File: src/fpr_map.svh
// Register map, field positions and reset values of the fixed-point requantizer.
`ifndef FPR_MAP_SVH
`define FPR_MAP_SVH

`define FPR_ADDR_W 8
`define FPR_MAX_WIDTH 4096

`define FPR_CTRL_OFS 8'h00
`define FPR_STATUS_OFS 8'h04
`define FPR_RESULT_OFS 8'h08
`define FPR_COUNT_OFS 8'h0c
`define FPR_CONFIG_OFS 8'h10

`define FPR_CTRL_EN_BIT 0
`define FPR_CTRL_RND_BIT 1
`define FPR_CTRL_OVF_LSB 2
`define FPR_CTRL_OVF_MSB 3
`define FPR_CTRL_CLR_BIT 4
`define FPR_CTRL_RST 4'h1

`define FPR_STAT_OVF_BIT 0

`define FPR_CFG_W_MSB 15
`define FPR_CFG_FRAC_LSB 16
`define FPR_CFG_FRAC_MSB 28
`define FPR_CFG_FULL_BIT 30
`define FPR_CFG_SIGN_BIT 31

`define FPR_RESP_OKAY 2'h0
`define FPR_RESP_SLVERR 2'h2

`endif

File: src/fpr_pkg.sv
// Types shared by the fixed-point requantizer modules.
package fpr_pkg;

  typedef enum logic [1:0] {
    FPR_OVF_WRAP = 2'h0,
    FPR_OVF_SAT = 2'h1,
    FPR_OVF_FLAG = 2'h2
  } fpr_ovf_type;

  typedef enum logic {
    FPR_Q_TRUNC = 1'h0,
    FPR_Q_ROUND = 1'h1
  } fpr_quant_type;

endpackage : fpr_pkg

File: src/fpr_requant.sv
// Combinational requantizer: drops or rounds fraction bits, then handles overflow.
`timescale 1ns/1ps
`include "fpr_map.svh"
module fpr_requant #(
  parameter int IN_W = 32,
  parameter int IN_FRAC = 16,
  parameter int IN_SIGNED = 1,
  parameter int OUT_W = 16,
  parameter int OUT_FRAC = 8,
  parameter int OUT_SIGNED = 1
) (
  // Full-precision operand.
  input wire logic [IN_W-1:0] din,
  // Mode selects.
  input wire logic round_sel,
  input wire logic sat_sel,
  // Result and views of the wide intermediate value.
  output logic [OUT_W-1:0] dout,
  output logic ovf,
  output logic [IN_W+OUT_W+1:0] q_trunc,
  output logic [IN_W+OUT_W+1:0] q_full
);
  // Two spare bits above any shifted operand keep the rounding sum exact.
  localparam int WW = IN_W + OUT_W + 2;
  localparam int SH = IN_FRAC - OUT_FRAC;
  localparam logic signed [WW-1:0] MAX_V = (WW'(1) << (OUT_W - OUT_SIGNED)) - WW'(1);
  localparam logic signed [WW-1:0] MIN_V = (OUT_SIGNED != 0) ? -(WW'(1) << (OUT_W - 1)) : '0;

  logic signed [WW-1:0] ext;
  logic signed [WW-1:0] q_t;
  logic signed [WW-1:0] q_r;

  //////////////////////////////////////////////////////////////////////////////
  if (OUT_W < 1 || OUT_W > `FPR_MAX_WIDTH || IN_W < 1 || IN_W > `FPR_MAX_WIDTH) begin : g_bad_w
    $error("Word width outside the supported range."); // RULE2
  end
  if (OUT_FRAC < 0 || OUT_FRAC > OUT_W || IN_FRAC < 0 || IN_FRAC > IN_W) begin : g_bad_pt
    $error("Binary point outside the word."); // RULE3
  end

  always_comb begin
    if (IN_SIGNED != 0) begin
      ext = WW'($signed(din));
    end else begin
      ext = WW'(din);
    end
  end

  //////////////////////////////////////////////////////////////////////////////
  // Fraction bits are settled before the range test, so a rounding carry is seen.
  if (SH > 0) begin : g_drop
    localparam logic signed [WW-1:0] HALF = WW'(1) << (SH - 1);
    always_comb begin
      q_t = ext >>> SH; // RULE10
      if (round_sel) begin
        // Negative values get half minus one so ties still move away from zero.
        q_r = (ext + (ext[WW-1] ? HALF - WW'(1) : HALF)) >>> SH; // RULE9 RULE14
      end else begin
        q_r = q_t;
      end
    end
  end else begin : g_keep
    always_comb begin
      q_t = ext <<< (-SH);
      q_r = q_t;
    end
  end

  always_comb begin
    ovf = (q_r > MAX_V) || (q_r < MIN_V); // RULE14
    if (sat_sel && q_r > MAX_V) begin
      dout = MAX_V[OUT_W-1:0]; // RULE6
    end else if (sat_sel && q_r < MIN_V) begin
      dout = MIN_V[OUT_W-1:0]; // RULE6
    end else begin
      dout = q_r[OUT_W-1:0]; // RULE7 RULE8
    end
  end

  assign q_trunc = q_t;
  assign q_full = q_r;

endmodule : fpr_requant

File: src/fpr_top.sv
// Fixed-point requantizer with output delay line and AXI4-Lite control registers.
//
// Contract
// [RULE1] Output word is unsigned or two's complement, chosen by a build parameter.
// [RULE2] Output width may be anything up to 4096 bits.
// [RULE3] Binary point lies from zero to the width; other values fail elaboration.
// [RULE4] Full precision keeps the exact result, with no rounding or overflow handling.
// [RULE5] Rounding and overflow handling act only with a narrower user format.
// [RULE6] Saturate clamps above range to largest code, below to most negative.
// [RULE7] Wrap keeps only the low bits that fit the output width.
// [RULE8] Flag-as-error mode builds exactly the wrap hardware.
// [RULE9] Round goes to nearest value, ties to the larger magnitude.
// [RULE10] Truncate drops bits below the output LSB with no increment.
// [RULE11] Latency is a register delay line on the output.
// [RULE12] Synchronous clear restores the initial state and beats the enable; the code leaves the sticky overflow flag as it is.
// [RULE13] With enable low the block holds its state.
// [RULE14] Quantize first, then handle overflow, so rounding carries are caught.
//
// The register addresses and the AXI4-Lite slave port are this design's own decisions.
`timescale 1ns/1ps
`include "fpr_map.svh"
module fpr_top #(
  parameter int IN_W = 32,
  parameter int IN_FRAC = 16,
  parameter int IN_SIGNED = 1,
  parameter int OUT_W = 16,
  parameter int OUT_FRAC = 8,
  parameter int OUT_SIGNED = 1,
  parameter int FULL_PREC = 0,
  parameter int LATENCY = 2
) (
  // Clock and reset.
  input wire logic aclk,
  input wire logic aresetn,
  // AXI4-Lite write address and data.
  input wire logic [`FPR_ADDR_W-1:0] s_axi_awaddr,
  input wire logic [2:0] s_axi_awprot,
  input wire logic s_axi_awvalid,
  output logic s_axi_awready,
  input wire logic [31:0] s_axi_wdata,
  input wire logic [3:0] s_axi_wstrb,
  input wire logic s_axi_wvalid,
  output logic s_axi_wready,
  // AXI4-Lite write response.
  output logic [1:0] s_axi_bresp,
  output logic s_axi_bvalid,
  input wire logic s_axi_bready,
  // AXI4-Lite read.
  input wire logic [`FPR_ADDR_W-1:0] s_axi_araddr,
  input wire logic [2:0] s_axi_arprot,
  input wire logic s_axi_arvalid,
  output logic s_axi_arready,
  output logic [31:0] s_axi_rdata,
  output logic [1:0] s_axi_rresp,
  output logic s_axi_rvalid,
  input wire logic s_axi_rready,
  // Full-precision samples from the datapath.
  input wire logic in_valid,
  input wire logic [IN_W-1:0] in_data,
  // Requantized samples.
  output logic out_valid,
  output logic [OUT_W-1:0] out_data,
  output logic out_ovf
);
  localparam int WW = IN_W + OUT_W + 2;
  localparam int RW = (OUT_W < 32) ? OUT_W : 32;
  localparam logic [OUT_W-1:0] SAT_HI = (OUT_SIGNED != 0) ? ~(OUT_W'(1) << (OUT_W - 1)) : '1;
  localparam logic [OUT_W-1:0] SAT_LO = (OUT_SIGNED != 0) ? (OUT_W'(1) << (OUT_W - 1)) : '0;
  localparam logic [15:0] LAT16 = 16'(LATENCY);

  logic [3:0] ctrl_reg;
  logic clr_reg;
  logic stat_ovf_reg;
  logic [31:0] count_reg;
  logic aw_full_reg;
  logic w_full_reg;
  logic [`FPR_ADDR_W-1:0] awaddr_reg;
  logic [31:0] wdata_reg;
  logic [3:0] wstrb_reg;
  logic aw_ready_reg;
  logic w_ready_reg;
  logic bvalid_reg;
  logic [1:0] bresp_reg;
  logic ar_ready_reg;
  logic rvalid_reg;
  logic [1:0] rresp_reg;
  logic [31:0] rdata_reg;
  logic [15:0] en_run_reg;
  logic [OUT_W-1:0] pipe_data [LATENCY];
  logic pipe_valid [LATENCY];
  logic pipe_ovf [LATENCY];
  logic en;
  logic step;
  logic round_sel;
  logic sat_sel;
  logic do_write;
  logic ovf_evt;
  logic [OUT_W-1:0] res_data;
  logic res_ovf;
  logic [WW-1:0] q_trunc;
  logic [WW-1:0] q_full;
  logic [31:0] rd_mux;
  logic rd_hit;
  fpr_pkg::fpr_ovf_type ovf_mode;

  //////////////////////////////////////////////////////////////////////////////
  // Build-time format checks: full precision must really hold the exact value.
  if (LATENCY < 1) begin : g_bad_lat
    $error("Latency must be at least one register.");
  end
  if (FULL_PREC != 0 && (OUT_FRAC < IN_FRAC || OUT_W - OUT_FRAC < IN_W - IN_FRAC
      + ((IN_SIGNED == 0 && OUT_SIGNED != 0) ? 1 : 0) || (IN_SIGNED != 0 && OUT_SIGNED == 0)))
      begin : g_bad_full
    $error("Full-precision format cannot hold the exact result."); // RULE4
  end

  assign ovf_mode = fpr_pkg::fpr_ovf_type'(ctrl_reg[`FPR_CTRL_OVF_MSB:`FPR_CTRL_OVF_LSB]);
  assign en = ctrl_reg[`FPR_CTRL_EN_BIT];
  assign step = en && !clr_reg;
  // Modes are forced off in full precision; flag mode is plain wrap in hardware.
  assign round_sel = (FULL_PREC == 0) && ctrl_reg[`FPR_CTRL_RND_BIT]; // RULE5 RULE4
  assign sat_sel = (FULL_PREC == 0) && (ovf_mode == fpr_pkg::FPR_OVF_SAT); // RULE5 RULE8

  fpr_requant #(
    .IN_W(IN_W),
    .IN_FRAC(IN_FRAC),
    .IN_SIGNED(IN_SIGNED),
    .OUT_W(OUT_W),
    .OUT_FRAC(OUT_FRAC),
    .OUT_SIGNED(OUT_SIGNED) // RULE1
  ) u_requant (
    .din(in_data),
    .round_sel(round_sel),
    .sat_sel(sat_sel),
    .dout(res_data),
    .ovf(res_ovf),
    .q_trunc(q_trunc),
    .q_full(q_full)
  );

  //////////////////////////////////////////////////////////////////////////////
  // Output delay line; clear wins over enable, enable low freezes every stage.
  for (genvar i = 0; i < LATENCY; i++) begin : g_stage
    logic [OUT_W-1:0] d_in;
    logic v_in;
    logic o_in;
    if (i == 0) begin : g_head
      assign d_in = res_data;
      assign v_in = in_valid;
      assign o_in = res_ovf && in_valid;
    end else begin : g_link
      assign d_in = pipe_data[i-1];
      assign v_in = pipe_valid[i-1];
      assign o_in = pipe_ovf[i-1];
    end
    always_ff @(posedge aclk) begin
      if (!aresetn || clr_reg) begin
        pipe_data[i] <= '0; // RULE12
        pipe_valid[i] <= 1'b0;
        pipe_ovf[i] <= 1'b0;
      end else if (en) begin
        pipe_data[i] <= d_in; // RULE11
        pipe_valid[i] <= v_in;
        pipe_ovf[i] <= o_in;
      end
    end
  end

  assign out_data = pipe_data[LATENCY-1];
  assign out_valid = pipe_valid[LATENCY-1];
  assign out_ovf = pipe_ovf[LATENCY-1];

  //////////////////////////////////////////////////////////////////////////////
  // Status: sticky overflow flag and accepted-sample counter.
  assign ovf_evt = step && in_valid && res_ovf;

  always_ff @(posedge aclk) begin
    if (!aresetn) begin
      stat_ovf_reg <= 1'b0;
    end else if (ovf_evt) begin
      stat_ovf_reg <= 1'b1;
    end else if (do_write && awaddr_reg == `FPR_STATUS_OFS && wstrb_reg[0]
        && wdata_reg[`FPR_STAT_OVF_BIT]) begin
      stat_ovf_reg <= 1'b0;
    end
  end

  always_ff @(posedge aclk) begin
    if (!aresetn || clr_reg) begin
      count_reg <= '0;
    end else if (step && in_valid) begin
      count_reg <= count_reg + 32'h1;
    end
  end

  //////////////////////////////////////////////////////////////////////////////
  // Control register; the clear bit is a one-cycle pulse and is not stored.
  assign do_write = aw_full_reg && w_full_reg && !bvalid_reg;

  always_ff @(posedge aclk) begin
    if (!aresetn) begin
      ctrl_reg <= `FPR_CTRL_RST;
      clr_reg <= 1'b0;
    end else if (do_write && awaddr_reg == `FPR_CTRL_OFS && wstrb_reg[0]) begin
      ctrl_reg <= wdata_reg[`FPR_CTRL_OVF_MSB:`FPR_CTRL_EN_BIT];
      clr_reg <= wdata_reg[`FPR_CTRL_CLR_BIT];
    end else begin
      clr_reg <= 1'b0;
    end
  end

  //////////////////////////////////////////////////////////////////////////////
  // Write channels are taken independently; the response follows both.
  always_ff @(posedge aclk) begin
    if (!aresetn) begin
      aw_ready_reg <= 1'b1;
      aw_full_reg <= 1'b0;
      awaddr_reg <= '0;
    end else if (s_axi_awvalid && aw_ready_reg) begin
      aw_ready_reg <= 1'b0;
      aw_full_reg <= 1'b1;
      awaddr_reg <= s_axi_awaddr;
    end else if (do_write) begin
      aw_full_reg <= 1'b0;
    end else if (bvalid_reg && s_axi_bready) begin
      aw_ready_reg <= 1'b1;
    end
  end

  always_ff @(posedge aclk) begin
    if (!aresetn) begin
      w_ready_reg <= 1'b1;
      w_full_reg <= 1'b0;
      wdata_reg <= '0;
      wstrb_reg <= '0;
    end else if (s_axi_wvalid && w_ready_reg) begin
      w_ready_reg <= 1'b0;
      w_full_reg <= 1'b1;
      wdata_reg <= s_axi_wdata;
      wstrb_reg <= s_axi_wstrb;
    end else if (do_write) begin
      w_full_reg <= 1'b0;
    end else if (bvalid_reg && s_axi_bready) begin
      w_ready_reg <= 1'b1;
    end
  end

  always_ff @(posedge aclk) begin
    if (!aresetn) begin
      bvalid_reg <= 1'b0;
      bresp_reg <= `FPR_RESP_OKAY;
    end else if (do_write) begin
      bvalid_reg <= 1'b1;
      bresp_reg <= (awaddr_reg > `FPR_CONFIG_OFS || awaddr_reg[1:0] != 2'h0)
          ? `FPR_RESP_SLVERR : `FPR_RESP_OKAY;
    end else if (s_axi_bready) begin
      bvalid_reg <= 1'b0;
    end
  end

  //////////////////////////////////////////////////////////////////////////////
  // Read path: one outstanding read, data registered with the address.
  always_comb begin
    rd_mux = '0;
    rd_hit = 1'b1;
    unique case (s_axi_araddr)
      `FPR_CTRL_OFS: rd_mux[`FPR_CTRL_OVF_MSB:`FPR_CTRL_EN_BIT] = ctrl_reg;
      `FPR_STATUS_OFS: rd_mux[`FPR_STAT_OVF_BIT] = stat_ovf_reg;
      `FPR_RESULT_OFS: rd_mux = 32'(pipe_data[LATENCY-1][RW-1:0]);
      `FPR_COUNT_OFS: rd_mux = count_reg;
      `FPR_CONFIG_OFS: begin
        rd_mux[`FPR_CFG_W_MSB:0] = 16'(OUT_W);
        rd_mux[`FPR_CFG_FRAC_MSB:`FPR_CFG_FRAC_LSB] = 13'(OUT_FRAC);
        rd_mux[`FPR_CFG_FULL_BIT] = (FULL_PREC != 0);
        rd_mux[`FPR_CFG_SIGN_BIT] = (OUT_SIGNED != 0);
      end
      default: rd_hit = 1'b0;
    endcase
  end

  always_ff @(posedge aclk) begin
    if (!aresetn) begin
      ar_ready_reg <= 1'b1;
      rvalid_reg <= 1'b0;
      rresp_reg <= `FPR_RESP_OKAY;
      rdata_reg <= '0;
    end else if (s_axi_arvalid && ar_ready_reg) begin
      ar_ready_reg <= 1'b0;
      rvalid_reg <= 1'b1;
      rresp_reg <= rd_hit ? `FPR_RESP_OKAY : `FPR_RESP_SLVERR;
      rdata_reg <= rd_mux;
    end else if (rvalid_reg && s_axi_rready) begin
      ar_ready_reg <= 1'b1;
      rvalid_reg <= 1'b0;
    end
  end

  assign s_axi_awready = aw_ready_reg;
  assign s_axi_wready = w_ready_reg;
  assign s_axi_bvalid = bvalid_reg;
  assign s_axi_bresp = bresp_reg;
  assign s_axi_arready = ar_ready_reg;
  assign s_axi_rvalid = rvalid_reg;
  assign s_axi_rresp = rresp_reg;
  assign s_axi_rdata = rdata_reg;

  //////////////////////////////////////////////////////////////////////////////
  // Checks. The run counter tells how many edges in a row the line has advanced.
  always_ff @(posedge aclk) begin
    if (!aresetn || !step) begin
      en_run_reg <= '0;
    end else if (en_run_reg != 16'hffff) begin
      en_run_reg <= en_run_reg + 16'h1;
    end
  end
endmodule : fpr_top
File: config.mk
export PLATFORM = sky130hd
export DESIGN_NAME = fpr_top
export DESIGN_NICKNAME = d
export VERILOG_FILES = /design/src/fpr_pkg.sv /design/src/fpr_requant.sv /design/src/fpr_top.sv
export VERILOG_INCLUDE_DIRS = /design/src
export SDC_FILE = /design/constraint.sdc
export NUM_CORES = 1
export LEC_CHECK = 0
export BUFFER_PORTS_ARGS = -buffer_cell sky130_fd_sc_hd__buf_2
export CAP_MARGIN = 20
export CORE_UTILIZATION = 45
export CTS_BUF_LIST = sky130_fd_sc_hd__clkbuf_2
export DETAILED_ROUTE_END_ITERATION = 8
export PLACE_DENSITY = 0.76
export SLEW_MARGIN = 10
export SYNTH_ARGS = -nofsm -noshare
export SYNTH_HDL_FRONTEND = slang
export SYNTH_HIERARCHICAL = 1
export SYNTH_SLANG_ARGS = --single-unit
File: constraint.sdc
create_clock -name aclk -period 3.7 [get_ports aclk]
set_input_delay 0.37 -clock aclk [delete_from_list [all_inputs] [get_ports aclk]]
set_output_delay 0.37 -clock aclk [all_outputs]
set_load 0.01 [all_outputs]
=== Yosys cells after proc, flatten, opt, wreduce, memory -nomap -nowiden ===
Memory sizes are Yosys's and may differ from the RTL's.
Index checks and enable logic that the tools add are counted.

* Input port bits: 98
* Register bits after elaboration: 95
* Memories: 3
* Bits in writable memories: 36
* Output and inout bits: 59

{| class="wikitable"
|+ Memories
! name !! depth !! width !! rd ports !! clocked after memory_dff !! write ports !! line !! text
|-
| pipe_data || 2 || 16 || 2 || 0 || 2 || fpr_top.sv:89 || <nowiki>logic [OUT_W-1:0] pipe_data [LATENCY];</nowiki>
|-
| pipe_ovf || 2 || 1 || 2 || 0 || 2 || fpr_top.sv:91 || <nowiki>logic pipe_ovf [LATENCY];</nowiki>
|-
| pipe_valid || 2 || 1 || 2 || 0 || 2 || fpr_top.sv:90 || <nowiki>logic pipe_valid [LATENCY];</nowiki>
|}

* Reduce and logical (&&, ||, !) cells: 38
* Bitwise operators: 6
* Multiplexer cells: 38
* Equality and inequality tests: 8
* $lt $le $gt $ge: 3
* Add/sub/neg operators: 2

{| class="wikitable"
|+ Operator list
! kind !! count
|-
| case mux 25 bit (3 select lines) || 1
|-
| 2-to-1 mux 16 bit || 4
|-
| greater-than comparator 50 x 16 -> 1 bit (second input constant) || 1
|-
| less-than comparator 50 x 16 -> 1 bit (second input constant) || 1
|-
| 2-to-1 mux 50 bit || 1
|-
| adder 32 x 9 -> 33 bit || 1
|-
| adder 32 x 1 -> 32 bit (second input constant) || 1
|-
| 2-to-1 mux 1 bit || 26
|-
| logical AND 1 bit || 18
|-
| equality test 8 x 3 -> 1 bit (second input constant) || 2
|-
| equality test 8 x 4 -> 1 bit (second input constant) || 2
|-
| logical NOT 8 bit || 2
|-
| nonzero test 2 bit || 8
|-
| case mux 3 bit (3 select lines) || 1
|-
| equality test 8 x 5 -> 1 bit (second input constant) || 1
|-
| greater-than comparator 8 x 5 -> 1 bit (second input constant) || 1
|-
| 2-to-1 mux 8 bit || 1
|-
| OR 1 bit || 6
|-
| AND reduction 2 bit || 3
|-
| OR reduction 5 bit || 1
|-
| 2-to-1 mux 2 bit || 2
|-
| inequality test 2 x 1 -> 1 bit (second input constant) || 2
|-
| case mux 1 bit (4 select lines) || 1
|-
| case mux 2 bit (2 select lines) || 1
|-
| 3 further kinds || 7
|}

=== Logic depth before layout (Yosys ltp) ===
* Depth in word-level cells: 8
* Mapped depth: 11
* Gate-level depth less buffers: 11

=== By module ===
Netlist, hierarchy kept.

{| class="wikitable"
|+ By module, submodules not included
! module !! sequential area each (sq um) !! cells each !! times used !! area each (sq um)
|-
| fpr_top || 2942.8 || 560 || 1 || 5555.3
|-
| fpr_requant || 0.0 || 234 || 1 || 1659.1
|}

=== Worst setup path before layout ===
OpenSTA, ideal clock, no wires.

* Path type: input-to-reg
* From: in in_data[5]
* To: mem pipe_data[0][5], data pin
* Arrival: 3.011 ns
* Library setup time: 0.255 ns
* Stages on the path: 10
* Slack: 0.434 ns
* Buffers on the path: 1
* Cells stage by stage: ha_1 -> a211oi_1 -> o211ai_1 -> o21ai_1 -> o31a_1 -> nand2_1 -> a41oi_2 -> buf_2 -> o21ai_2 -> and3_1

{| class="wikitable"
|+ RTL lines
! what !! line !! text
|-
| start, declared || fpr_top.sv:59 || <nowiki>input wire logic [IN_W-1:0] in_data,</nowiki>
|-
| end, declared || fpr_top.sv:89 ||
|}

==> impl_metrics.toml <==
[synthesis]
netlist_instances = 696
syn_area_mm2 = 0.00655
yosysWarnings = 6
syn_area_per_cell_um2 = 9.40

[global_routing]
grt_max_degree = 60
grt_pass1_vias = 4877
grt_overflow = 0
grt_usage = 0.197
antenna_found_initial = 0
grt_pass1_wl_um = 23100

[drt]
drt_iter0_drc = 370
vias = 5413
wl_per_cell_um = 14.0
wirelength_um = 14200
ant_nets = 0
drt-pass1-iter-count = 5
post-route-drc-count = 0
vias_per_cell = 5.35

[floorplanning]
fp.dieArea_mm2 = 0.0150
num_rows = 43
boundaryPins = 157
start_util = 0.466
fp.dieW_um = 123
die_h_um = 123
core_mm2 = 0.0140

[clocking]
cts_resized = 0
ctsHtreeMaxLevel = 4
cts_inserted_buffers = 17
cts_hold_buf = 18
post_cts_buffers = 0
cts.sinks = 129
cts_root_buf = "clkbuf_2"
clock_path_buffers = 2
clk_latency_ps = 650
clk_pin_slew_ps = 190
cts_tree = "done"

[sta]
fin_crit_ps = 2840
hold_viol = 0
fin_crit_sh = 0.767
grt_setup_unrepaired = "no"
finClkSkew_ps = 28.8
slew_viol_final = 0
final.setup.tns_ps = 0
worst_pin_slew_ps = 869
fmax_mhz = 353
slew_headroom = 0.416
final-setup-viol-count = 0

[power]
peakVddDrop_v = 0.000171
power_density_mw_per_mm2 = 354
clkPwrFrac = 0.338
pwr-share-seq = 0.559
p_int_mw = 2.05
power_frac_comb = 0.103
leakagePower_nw = 3.06
switching_share = 0.244
p_switching_mw = 0.661

[finish]
fin_nets = 924
fin_cells = 1011
syn2layout_area_growth_pct = 17.0
antenna_cells = 0
final_layout_size_suffix_gt1_frac = 0.248
finalInstanceArea_mm2 = 0.00766

[placement]
dp_cells = 960
port_buffers = 118
hpwl_um = 10200
gp_congestion = 0.833
post_dp_cell_area_mm2 = 0.00721

[worst_setup_path]
worstPathCellList = "nand3_1, nor3_1, o211ai_1, or3_1, a221oi_2, a311o_2, o21ai_1, and3_1"
cpMaxStageDelayCell = "dfxtp_1"
worst-path-buf-inv = 0
worstSetupStartpointType = "flop"
required_ps = 4090
worst_path_largest_cell_delay_ps = 510
critPathCaptureType = "flop"
cp_top_family = "compound AO/OA/AOI/OAI gates"
crit_fanout = 15
worstSetupPathType = "reg -> reg"
arrival_ps = 3230

[run]
drv_cap = 0

[run_status]
run_status = "completed"

[min_path]
hold_class = "in -> reg"
-- per-layer routing --
layer	part of all wire	global-route usage
met2	0.50	0.346
met1	0.45	0.236
met3	0.045	0.0488
met4	0.0048	0.0564
met5	0	0
-- power groups by stage --
stage	sequential [mW]	combinational (mW)	clock, mW
floorplan	1.55	0.160	0
detailed placement	1.55	0.260	0
global placement	1.55	0.254	0
global route	1.52	0.308	1.01
finish	1.52	0.278	0.916
CTS	1.52	0.275	0.943
-- worst register-to-register path, cell delays in order, from the launching register on --
cell and delay (ps):
dfxtp_1 510, nand3_1 200, nor3_1 240, o211ai_1 190, or3_1 400, a221oi_2 330, a311o_2 440, o21ai_1 110
and3_1 170
-- metrics by stage --
stage	worst slack, ps	util	total power [mW]	hold slack [ps]
finish	864	0.545	2.71	144
CTS	866	0.544	2.73	53.3
global placement	436	0.513	1.80	423
floorplan	878	-	1.71	410
detailed placement	373	0.513	1.81	425
global route	714	0.545	2.84	51.4
-- final cells by class --
cell class                 count  area, µm²
clock inverter                14        169
multi-input combinational    511       3340
timing repair buffer         144        838
clock buffer                  18       90.1
sequential                   129       2940
tap                          180        225
inverter                      15       56.3
fill                        1298       6380
-- path summary, 6_finish.rpt --
path / start / end / slack [ps] / cells after the start
setup reg to reg: ctrl_reg[1] / pipe_data[0][1] / 860 / 8
setup / recovery: ctrl_reg[1] / pipe_data[0][1] / 860 / 8
hold reg to reg: wdata_reg[4] / clr_reg / 460 / 2
hold / removal: s_axi_araddr[4] / s_axi_rdata[21] / 140 / 4
-- cells in the final DEF (no fill, tap or decap), drive strengths merged, types with 3 or more instances in the layout --
cell / instances
a211oi: 3
a21boi: 47
a21oi: 25
a22o: 3
and2: 6
and3: 38
and4: 5
buf: 126
bufinv: 4
clkbuf: 18
clkinv: 7
dfxtp: 93
dlygate4sd3: 18
edfxtp: 36
ha: 8
inv: 17
mux2: 15
mux2i: 5
nand2: 90
nand2b: 6
nand3: 49
nand4: 15
nand4b: 3
nor2: 25
nor2b: 8
nor3: 13
nor4: 10
o211ai: 3
o21a: 5
o21ai: 32
o31ai: 14
or3: 5
or4: 19
xnor2: 19
xor2: 12
Power figures use the tool's default switching activity.
